$ cat src/logic/iwd_pkg.sv
// Package for the I/O-port watchdog: port addresses, register indices, codes.
// Assumes a single 250 MHz clock domain.
package iwd_pkg;
    localparam logic [15:0] IDX_PORT     = 16'h002E;
    localparam logic [15:0] DATA_PORT    = 16'h002F;
    localparam logic [7:0]  UNLOCK_CODE  = 8'h87;
    localparam logic [7:0]  LOCK_CODE    = 8'hAA;
    localparam logic [7:0]  REG_LDN      = 8'h07;
    localparam logic [7:0]  REG_ENABLE   = 8'h30;
    localparam logic [7:0]  REG_ACTIVATE = 8'hF0;
    localparam logic [7:0]  REG_TBASE    = 8'hF5;
    localparam logic [7:0]  REG_TVALUE   = 8'hF6;
    localparam logic [7:0]  WATCHDOG_LDN = 8'h07;
    localparam logic [7:0]  ENABLE_VAL   = 8'h01;
    localparam logic [7:0]  ACTIVATE_VAL = 8'h80;
    localparam logic [7:0]  TB_SECONDS   = 8'h71;
    localparam logic [7:0]  TB_MINUTES   = 8'h79;
    localparam logic [7:0]  RST_ZERO     = 8'h00;
    localparam int unsigned CLK_HZ       = 250_000_000;
    localparam int unsigned SEC_PER_MIN  = 60;
    localparam int unsigned TICK_SEC     = 1;
    localparam int unsigned SEC_CYCLES   = CLK_HZ * TICK_SEC;
    localparam int unsigned RESET_PULSE  = 16;
endpackage : iwd_pkg

$ cat src/logic/iwd_tick.sv
// Time-base tick generator: one-cycle pulse per second or per minute.
// Assumes restart is pulsed whenever the countdown is reloaded.
`timescale 1ns/100ps
`default_nettype none
module iwd_tick #(
    parameter int unsigned SEC_CYCLES = iwd_pkg::SEC_CYCLES
) (
    input  wire logic clock,
    input  wire logic rst,
    input  wire logic run,
    input  wire logic restart,
    input  wire logic minutes,
    output logic      tick
);
    import iwd_pkg::*;

    typedef struct packed {
        logic [31:0] cyc;
        logic [5:0]  sec;
        logic        tick;
    } iwd_tick_st_t;

    iwd_tick_st_t st_ff;
    iwd_tick_st_t nxt_st;

    always_comb begin
        nxt_st = st_ff;
        nxt_st.tick = 1'b0;
        if (!run || restart) begin
            nxt_st.cyc = 32'h0;
            nxt_st.sec = 6'h0;
        end else if (st_ff.cyc == SEC_CYCLES - 1) begin
            nxt_st.cyc = 32'h0;
            if (!minutes || st_ff.sec == 6'(SEC_PER_MIN - 1)) begin
                nxt_st.sec = 6'h0;
                nxt_st.tick = 1'b1;
            end else begin
                nxt_st.sec = st_ff.sec + 6'h1;
            end
        end else begin
            nxt_st.cyc = st_ff.cyc + 32'h1;
        end
    end

    always_ff @(posedge clock) begin
        if (rst) begin
            st_ff <= '0;
        end else begin
            st_ff <= nxt_st;
        end
    end

    assign tick = st_ff.tick;
endmodule : iwd_tick
`default_nettype wire

$ cat src/logic/iwd_watchdog.sv
// Watchdog unit behind an index/data I/O port pair, with system reset out.
// Assumes one-cycle io_wr/io_rd strobes synchronous to clock.
`timescale 1ns/100ps
`default_nettype none
// Functional notes
// - Count down from loaded value; assert system reset on reaching zero.
// - Index port write selects register; data port moves its contents.
// - Unlock code on index port required; accesses ignored while locked.
// - Logical device select picks the watchdog for later indices.
// - Writing one to enable index lets the watchdog count run; register decode does not depend on it.
// - Writing activate value to activate index turns the watchdog on.
// - Eight-bit timeout count held at timer value index, port reachable.
// - Count zero disables timeout; n gives n time-base units.
// - Seconds code at time-base index makes each unit one second.
// - Minutes code at time-base index makes each unit one minute.
module iwd_watchdog #(
    parameter int unsigned SEC_CYCLES = iwd_pkg::SEC_CYCLES
) (
    input  wire logic        clock,
    input  wire logic        rst,
    input  wire logic [15:0] io_addr,
    input  wire logic        io_wr,
    input  wire logic        io_rd,
    input  wire logic [7:0]  io_wdata,
    output logic      [7:0]  io_rdata,
    output logic             io_rvalid,
    output logic             sys_reset
);
    import iwd_pkg::*;

    typedef struct packed {
        logic       unlocked;
        logic [7:0] index;
        logic [7:0] ldn;
        logic [7:0] enable;
        logic [7:0] activate;
        logic [7:0] tbase;
        logic [7:0] tvalue;
        logic [7:0] count;
        logic       counting;
        logic [4:0] rst_cnt;
        logic       sys_reset;
        logic [7:0] rdata;
        logic       rvalid;
    } iwd_st_t;

    iwd_st_t    st_ff;
    iwd_st_t    nxt_st;
    logic       tick;
    logic       run;
    logic       reload;
    logic       sel;
    logic       wr_idx;
    logic       wr_dat;
    logic       rd_dat;
    logic [7:0] rd_mux;

    assign wr_idx = io_wr && io_addr == IDX_PORT;
    assign wr_dat = io_wr && io_addr == DATA_PORT && st_ff.unlocked;
    assign rd_dat = io_rd && io_addr == DATA_PORT && st_ff.unlocked;
    assign sel = st_ff.ldn == WATCHDOG_LDN;
    assign reload = wr_dat && sel && st_ff.index == REG_TVALUE;
    assign run = st_ff.counting && st_ff.enable == ENABLE_VAL &&
                 st_ff.activate == ACTIVATE_VAL;

    iwd_tick #(
        .SEC_CYCLES (SEC_CYCLES)
    ) u_tick (
        .clock   (clock),
        .rst     (rst),
        .run     (run),
        .restart (reload),
        .minutes (st_ff.tbase == TB_MINUTES),
        .tick    (tick)
    );

    always_comb begin
        rd_mux = RST_ZERO;
        if (st_ff.index == REG_LDN) begin
            rd_mux = st_ff.ldn;
        end else if (sel) begin
            case (st_ff.index)
                REG_ENABLE:   rd_mux = st_ff.enable;
                REG_ACTIVATE: rd_mux = st_ff.activate;
                REG_TBASE:    rd_mux = st_ff.tbase;
                REG_TVALUE:   rd_mux = st_ff.count;
                default:      rd_mux = RST_ZERO;
            endcase
        end
    end

    always_comb begin
        nxt_st = st_ff;
        nxt_st.rvalid = 1'b0;
        if (wr_idx) begin
            if (!st_ff.unlocked) begin
                nxt_st.unlocked = io_wdata == UNLOCK_CODE;
            end else if (io_wdata == LOCK_CODE) begin
                nxt_st.unlocked = 1'b0;
            end else begin
                nxt_st.index = io_wdata;
            end
        end
        if (wr_dat) begin
            if (st_ff.index == REG_LDN) begin
                nxt_st.ldn = io_wdata;
            end else if (sel) begin
                case (st_ff.index)
                    REG_ENABLE:   nxt_st.enable = io_wdata;
                    REG_ACTIVATE: nxt_st.activate = io_wdata;
                    REG_TBASE:    nxt_st.tbase = io_wdata;
                    REG_TVALUE: begin
                        nxt_st.tvalue = io_wdata;
                        nxt_st.count = io_wdata;
                        nxt_st.counting = io_wdata != RST_ZERO;
                    end
                    default: ;
                endcase
            end
        end
        if (rd_dat) begin
            nxt_st.rdata = rd_mux;
            nxt_st.rvalid = 1'b1;
        end
        if (st_ff.rst_cnt != 5'h0) begin
            nxt_st.rst_cnt = st_ff.rst_cnt - 5'h01;
        end
        // A fresh expiry outranks a running pulse and restarts it.
        if (!reload && run && tick) begin
            nxt_st.count = st_ff.count - 8'h01;
            if (st_ff.count == 8'h01) begin
                nxt_st.counting = 1'b0;
                nxt_st.rst_cnt = 5'(RESET_PULSE);
            end
        end
        nxt_st.sys_reset = nxt_st.rst_cnt != 5'h0;
    end

    always_ff @(posedge clock) begin
        if (rst) begin
            st_ff <= '0;
            st_ff.tbase <= TB_SECONDS;
        end else begin
            st_ff <= nxt_st;
        end
    end

    assign io_rdata = st_ff.rdata;
    assign io_rvalid = st_ff.rvalid;
    assign sys_reset = st_ff.sys_reset;
endmodule : iwd_watchdog
`default_nettype wire

$ cat config.mk
export PLATFORM = sky130hd
export DESIGN_NAME = iwd_watchdog
export DESIGN_NICKNAME = d
export VERILOG_FILES = /design/src/logic/iwd_pkg.sv /design/src/logic/iwd_tick.sv /design/src/logic/iwd_watchdog.sv
export SDC_FILE = /design/constraint.sdc
export NUM_CORES = 1
export LEC_CHECK = 0
export ABC_AREA = 1
export BUFFER_PORTS_ARGS = -buffer_cell sky130_fd_sc_hd__buf_2
export CORE_ASPECT_RATIO = 2
export CORE_MARGIN = 10
export CORE_UTILIZATION = 44
export CTS_CLUSTER_DIAMETER = 80
export DETAILED_ROUTE_END_ITERATION = 6
export MAX_ROUTING_LAYER = met4
export PLACE_DENSITY = 0.61
export SLEW_MARGIN = 15
export SYNTH_ARGS = -nofsm -noshare
export SYNTH_HDL_FRONTEND = slang
export SYNTH_SLANG_ARGS = --single-unit
export TNS_END_PERCENT = 5
$ cat constraint.sdc
create_clock -name clock -period 1.7 [get_ports clock]
set_clock_uncertainty 0.05 [all_clocks]
set_input_delay 0.085 -clock clock [delete_from_list [all_inputs] [get_ports clock]]
set_output_delay 0.085 -clock clock [all_outputs]
set_load 0.01 [all_outputs]
==> key figures, run 1 <==
Run status
  – Status: complete, but fails checks
  – Failing checks: setup timing

STA
  – Fin crit share: 103%
  – Slew Viols, Final: 0
  – Worst setup margin: -0.0589 ns
  – Minimum clock period: 1.76 ns
  – Slew @ Worst Pin: 0.507 ns
  – RSZ-0062 raised after global routing: yes
  – Final hold vios: 0
  – Fmax: 569 MHz
  – Slew headroom: 66.2%
  – Setup violators final: 4
  – Fin Hold WS: 0.0139 ns

Logic synthesis
  – Syn Nets: 790
  – Mux contribution to synthesized area: 0.181%
  – XOR/XNOR Fraction of Synth Area: 2.38%
  – Flops & latches, synth: 104
  – Post-synth top area cell: dfxtp_1
  – Synth top area share: 37.7%
  – Adder-cell share of the synthesized area: 1.13%
  – Seq/Total Area, Yosys: 37.7%
  – Post-synthesis compound-gate area fraction: 16.2%
  – Yosys warnings: 0
  – Number of synthesized flops with an enable pin: 0
  – Synth Area in Simple Gates: 32.2%
  – Area contributors post-synth: dfxtp_1 38%, nand2_1 7.8%, o21ai_0 6.6%
  – Synth Flop Type: dfxtp_1
  – Post-synthesis cell area: 5520 sq um
  – Post-synth ARST share: 0%
  – Largest family of logic cells by synthesized area: simple AND/OR/NAND/NOR gates
  – Mean Syn Cell Area: 7.29 sq um
  – Post-synth cell types: 49
  – Syn Inst Count: 757

Clock tree
  – Clock buffer count from CTS: 9
  – Clk Latency, worst-skew pair: 0.36 ns
  – CTS Sinks: 104
  – Worst-path clk slew: 0.07 ns
  – CTS tree: yes
  – H-tree depth: 3
  – Clock Tree Buf Depth: 2
  – Clk root buf: clkbuf_16

Finish
  – Share of cells above drive strength 1: 31.9%
  – Nets: 922
  – Antenna Cells: 0
  – Commonest non-fill, non-tap cell in the layout: nand2_1
  – Sequential Area: 2100 sq um
  – Fillers: 1,146
  – Commonest non-fill, non-tap cells in the layout: 109 x nand2_1, 94 x buf_4, 89 x dfxtp_1
  – Area growth, synth to finish: 30.4%
  – Cell Count, Final, Fillers Out: 1,041
  – Footprint of the multi-input gates: 3150 sq um

Setup path
  – CP max FO: 4
  – CP startpoint kind: flop
  – Crit-path slowest cell: dfxtp_2
  – Critical path buffers and inverters: 2
  – Worst path max stage delay: 0.34 ns
  – Reg2reg start: st_ff[43]
  – Critical Path RT: 1.95 ns
  – CP cell instances: nor2_4 -> nand2_1 -> nand3b_1 -> nor2_4 -> buf_4 -> nand3_2 -> or2_2 -> nand3_1 -> nand2_1 -> inv_1
  – CP Class: reg -> reg
  – Reg-to-reg endpoint: st_ff[17]
  – Nature of the critical path endpoint: flop
  – CP top delay family: simple AND/OR/NAND/NOR gates
  – Reg2Reg Setup Slack: -0.06 ns
  – Worst reg2reg path depth: 10
  – Critical Path AT: 2.01 ns

Routing
  – Drt wl/cell: 15.9 um
  – Pre-Repair DR Iteration Count: 5
  – Post-route ant nets: 0
  – DR iter-0 viols: 161
  – Drt via density: 5.25
  – Vias: 5,464
  – Drt total wl: 16,600 um
  – # DRC: 0

GRT
  – Initial antenna violation count: 0
  – First-pass GRT wire length: 26,700 um
  – Number of global-route vias before repair: 5,731
  – Final global-route overflow total: 0
  – Largest net degree at the start of global routing: 52
  – GR Util All Layers: 19.3%

Placement
  – Placed Instances: 1,013
  – Routability cong.: 0.962
  – Port bufs: 37
  – HPWL Detailed: 13,000 um

Flow run
  – Max-cap violations: 0

Power and ir drop
  – Power per cell area: 710 nW/um^2
  – Peak VDD IR: 0.639 mV
  – Clk pwr share: 39.8%
  – Tot Pwr: 5110 uW
  – Leak Pwr: 0.00307 uW
  – Switch share: 26.7%
  – Pint: 3750 uW
  – Seq pwr share: 49.3%
  – Combinational Power Share: 10.9%
  – Psw: 1360 uW

Worst hold path
  – Worst Hold Class: in -> reg
  – WHS Path Cells: 3
  – Hold EP: st_ff[18]
  – Hold path start: io_wdata[2]

Floorplan
  – Die area: 17,700 sq um
  – Die height: 178 um
  – Initial Util: 45.3%
  – Chip width: 99.2 um
  – Core area: 12,200 sq um
  – Row count: 57
  – Top Ports: 38
-- registers in the layout, summed over array words and instances, names as in the netlist --
name / cells
st_ff: 55
io_rvalid: 1
sys_reset: 1
u_tick.st_ff: 38
u_tick.tick: 1
io_rdata: 8
-- cells by family (layout without fill, tap and decap cells) --
kind of cell               after synthesis  in the layout
xor gates and xnor gates                15             15
muxes                                    1              1
DFF                                    104            104
adders and majority gates                5              5
buffers and inverters                  125            261
AOI/OAI and AO/OA                      168            168
and+or+nand+nor                        339            340
-- Yosys cell counts, types with 2 or more instances --
| cell | instances |
|---|---|
| nand2_1 | 115 |
| dfxtp_1 | 104 |
| inv_1 | 89 |
| nor2_1 | 88 |
| o21ai_0 | 73 |
| a21oi_1 | 71 |
| nand3_1 | 33 |
| nor3_1 | 19 |
| nand4_1 | 18 |
| xor2_1 | 12 |
| inv_2 | 11 |
| nor2_4 | 11 |
| buf_4 | 10 |
| nor2_2 | 10 |
| nand2_2 | 7 |
| clkbuf_1 | 6 |
| ha_1 | 5 |
| nand3_2 | 5 |
| nor3b_2 | 5 |
| o21ai_1 | 5 |
| buf_6 | 4 |
| nor3b_1 | 4 |
| o211ai_1 | 4 |
| o22ai_1 | 4 |
| a21oi_2 | 3 |
| nand3b_1 | 3 |
| nand4_2 | 3 |
| nor4_1 | 3 |
| or2_2 | 3 |
| xnor2_1 | 3 |
| buf_2 | 2 |
| nand2_4 | 2 |
| nand3_4 | 2 |
| nor2_8 | 2 |
| nor3_4 | 2 |
| o21ai_2 | 2 |
| o21bai_1 | 2 |
-- per-layer routing --
| layer | vias to the layer above | global-route usage [%] | wire [um] |
|---|---|---|---|
| li1 | 2753 | - | - |
| met1 | 2537 | 15.6 | 5650 |
| met2 | 106 | 37.4 | 9390 |
| met3 | 68 | 3.10 | 464 |
| met4 | 0 | 13.7 | 1060 |
| met5 | - | - | 0 |
-- final cells by class --
type	instances	area share, %
inverters	102	5.51
flip-flops and latches	104	29.2
well taps	147	2.55
multi-input cells	529	43.7
clock buffers	10	3.18
repair buffers	143	15.1
clock inverters	6	0.730
-- worst max path at each step --
| stage | start | slack, ns | endpoint | cells past startpoint |
|---|---|---|---|---|
| 6_report | st_ff[43] | -0.06 | st_ff[17] | 10 |
| 3_3_place_gp | u_tick.st_ff[7] | -0.14 | u_tick.st_ff[37] | 10 |
| 4_1_cts | u_tick.st_ff[8] | -0.15 | u_tick.st_ff[37] | 10 |
| 5_1_grt | st_ff[43] | -0.15 | st_ff[17] | 10 |
| 3_5_place_dp | u_tick.st_ff[7] | -0.20 | u_tick.st_ff[37] | 10 |
| 2_1_floorplan | u_tick.st_ff[7] | 0.02 | u_tick.st_ff[38] | 13 |
-- power groups by stage --
| stage | clock network [uW] | registers [uW] | logic [uW] |
|---|---|---|---|
| after floorplan | 0 | 2570 | 321 |
| after global placement | 0 | 2580 | 523 |
| after detailed placement | 0 | 2580 | 540 |
| after CTS | 2070 | 2520 | 548 |
| after global routing | 2170 | 2530 | 617 |
| final | 2030 | 2520 | 558 |
-- worst register-to-register path, cell delays in order, from the launching register on --
cell and delay (ns):
dfxtp_2 0.34, nor2_4 0.12, nand2_1 0.06, nand3b_1 0.20, nor2_4 0.19, buf_4 0.14, nand3_2 0.13, or2_2 0.31
nand3_1 0.08, nand2_1 0.05, inv_1 0.06
-- what timing repair did --
| item | 4_1_cts | 5_1_grt |
|---|---|---|
| hold endpoints to repair | 1 | 0 |
| pin swaps | 14 | 28 |
| gates cloned | 0 | 1 |
| hold buffers | 1 | 0 |
| gates resized for setup | 39 | 51 |
| buffers inserted | 6 | 5 |
| endpoints found under the setup margin | 79 | 92 |
-- metrics by stage --
stage	setup TNS, ns	cell area, sq um	worst slack, ns	util (%)
final	-0.114	7200	-0.0589	59.0
after global routing	-4.08	7200	-0.146	59.0
after CTS	-1.33	7010	-0.150	57.5
after detailed placement	-5.02	6520	-0.199	53.5
after global placement	-2.41	6520	-0.142	53.5
after floorplan	0	5520	0.0249	-
Power figures use the tool's default switching activity.
==> run 2, diff against run 1 <==
Settings changed: CORE_ASPECT_RATIO 2 to unset.
==> key figures, run 2 (synthesis results as in run 1) <==
Run status
  – Status: complete, but fails checks
  – Failing checks: setup timing

Finish
  – Share of cells above drive strength 1: 32.5% (+0.67 points)
  – Fillers: 1,106 (-3.5%)
  – Commonest non-fill, non-tap cells in the layout: 108 x nand2_1, 89 x buf_4, 88 x dfxtp_1
  – Cell Count, Final, Fillers Out: 1,059 (+1.7%)
  – Fin area: 7230 sq um (+0.47%)
  – Footprint of the multi-input gates: 3170 sq um (+0.56%)
  – Sequential Area: 2100 sq um (about the same)
  – Max reg flops: 55 (unchanged)
  – Commonest non-fill, non-tap cell in the layout: nand2_1
  – Top reg by flops: st_ff
  – Nets: 920 (-0.22%)
  – Area growth, synth to finish: 31.0%
  – Antenna Cells: 0 (unchanged)

GRT
  – Final global-route overflow total: 0 (unchanged)
  – First-pass GRT wire length: 24,800 um (-7.1%)
  – GR Util All Layers: 17.3% (-2.0 points)
  – Initial antenna violation count: 0 (unchanged)
  – Largest net degree at the start of global routing: 29 (-44%)
  – Number of global-route vias before repair: 5,224 (-8.8%)

Floorplan
  – Top Ports: 38 (unchanged)
  – Initial Util: 45.4% (+0.13 points)
  – Chip width: 132 um (+33%)
  – Die height: 132 um (-26%)
  – Core area: 12,200 sq um (-0.28%)
  – Die area: 17,400 sq um (-1.5%)
  – Row count: 40 (-30%)

Setup path
  – CP Depth: 11 (+1)
  – CP startpoint kind: flop
  – Critical Path AT: 1.97 ns (-0.04 ns)
  – CP cell instances: ha_4 -> nand2_4 -> nor2_4 -> buf_6 -> nand2_4 -> nor3_4 -> nand4_4 -> nor2_4 -> nand3_2 -> o21bai_1 -> nor2_1
  – Nature of the critical path endpoint: flop
  – Reg-to-reg endpoint: u_tick.st_ff[37]
  – Crit-path slowest cell: dfxtp_2
  – CP max FO: 4 (unchanged)
  – Worst reg2reg path depth: 11 (+1)
  – Worst path max stage delay: 0.36 ns (+0.02 ns)
  – CP Class: reg -> reg
  – Critical path buffers and inverters: 1 (-1)
  – Reg2reg start: u_tick.st_ff[8]
  – Reg2Reg Setup Slack: -0.08 ns (-0.02 ns)
  – CP top delay family: simple AND/OR/NAND/NOR gates
  – Critical Path RT: 1.90 ns (-0.05 ns)

Routing
  – DR iter-0 viols: 373 (+130%)
  – Drt total wl: 15,300 um (-7.4%)
  – # DRC: 0 (unchanged)
  – Drt wl/cell: 14.5 um (-9.0%)
  – Vias: 5,426 (-0.70%)
  – Drt via density: 5.12 (-2.4%)
  – Pre-Repair DR Iteration Count: 5 (unchanged)
  – Post-route ant nets: 0 (unchanged)

STA
  – Slew Viols, Final: 0 (unchanged)
  – Slew headroom: 70.6% (+4.4 points)
  – Fmax: 563 MHz (-1.0%)
  – Fin crit share: 105% (+1.0 points)
  – Setup violators final: 9 (+5)
  – Fin Setup TNS: -0.313 ns (-0.200 ns)
  – Final hold vios: 0 (unchanged)
  – RSZ-0062 raised after global routing: yes
  – Slew @ Worst Pin: 0.437 ns (-0.0700 ns)
  – Minimum clock period: 1.78 ns (+0.0178 ns)
  – Worst setup margin: -0.0767 ns (-0.0178 ns)
  – Fin Hold WS: 0.0656 ns (+0.0516 ns)

Placement
  – Area after DPL: 6450 sq um (-1.1%)
  – Port bufs: 37 (unchanged)
  – Placed Instances: 1,026 (+1.3%)
  – HPWL Detailed: 11,300 um (-13%)
  – Routability cong.: 0.939 (-2.4%)

Worst hold path
  – Hold EP: io_rvalid
  – WHS Path Cells: 3 (unchanged)
  – Worst Hold Class: in -> reg
  – Hold path start: io_rd

Power and ir drop
  – Peak VDD IR: 0.551 mV (-14%)
  – Leak Pwr: 0.00306 uW (-0.15%)
  – Power per cell area: 712 nW/um^2 (+0.25%)

Clock tree
  – Clk root buf: clkbuf_16
  – Clk Latency, worst-skew pair: 0.35 ns (about the same)
  – H-tree depth: 3 (unchanged)
  – Clock buffer count from CTS: 9 (unchanged)
  – CTS tree: yes
  – Clock Tree Buf Depth: 2 (unchanged)
  – Worst-path clk slew: 0.07 ns (about the same)
  – CTS Sinks: 104 (unchanged)

Flow run
  – Max-cap violations: 0 (unchanged)
-- run 2: changes by cell type in the layout (fill, tap and decap cells not counted), moves of 4 or more --
cell and delta:
nor2_1 +4, o21ai_2 +4, buf_4 -5, inv_2 +4
inv_1 -5, dlygate4sd3_1 +4, nor2_2 -4
-- run 2: final cells by class --
class / instances / area share, %
Sequential cell: 104 / 29.1
Multi-Input combinational cell: 529 / 43.8
Timing Repair Buffer: 141 / 14.5
Tap cell: 168 / 2.91
Clock inverter: 4 / 0.727
Inverter: 102 / 5.52
Clock buffer: 11 / 3.49
-- run 2: worst reg2reg max path, delay by kind of cell, from the launching register on --
kind | cells | cell delay, ns
DFF | 1 | 0.36
adders and majority gates | 1 | 0.15
buffers and inverters | 1 | 0.12
AOI/OAI and AO/OA | 1 | 0.14
and+or+nand+nor | 8 | 0.86
-- run 2: per-layer routing --
| metal | share of wire (%) | global-route usage (%) | up-vias |
|---|---|---|---|
| li1 | - | - | 2751 |
| met1 | 44 | 21.0 | 2520 |
| met2 | 49 | 28.5 | 135 |
| met3 | 4.8 | 2.67 | 20 |
| met4 | 1.5 | 5.56 | 0 |
| met5 | 0 | - | - |
-- run 2: worst max-delay path by stage --
stage                    startpoint          endpoint
CTS                 u_tick.st_ff[7]  u_tick.st_ff[38]
floorplan           u_tick.st_ff[7]  u_tick.st_ff[38]
global route        u_tick.st_ff[9]  u_tick.st_ff[38]
finish              u_tick.st_ff[8]  u_tick.st_ff[37]
global placement          st_ff[68]       io_rdata[1]
detailed placement  u_tick.st_ff[7]   u_tick.st_ff[3]
-- run 2: repair_timing --
| action | CTS | global route |
|---|---|---|
| gates cloned | 0 | 1 |
| setup endpoints to repair | 47 | 85 |
| setup buffers | 3 | 9 |
| hold buffers | 5 | 0 |
| pin swaps | 1 | 15 |
| gates resized for setup | 23 | 84 |
| endpoints found under the hold margin | 5 | 0 |
-- run 2: per-stage QoR --
step                worst slack, ns  power, uW  util [%]
floorplan                    0.0249       2900         -
finish                      -0.0767       5150      59.5
global placement            -0.0780       3010      53.0
global route                 -0.216       5360      59.5
CTS                         -0.0555       5180      56.8
detailed placement           -0.109       3030      53.0
-- run 2: power breakdown --
group          total [uW]  internal, uW  switching (uW)
sequential           2520          2490            33.0
combinational         482           192             290
clock                2150          1220             926
total                5150          3900            1250
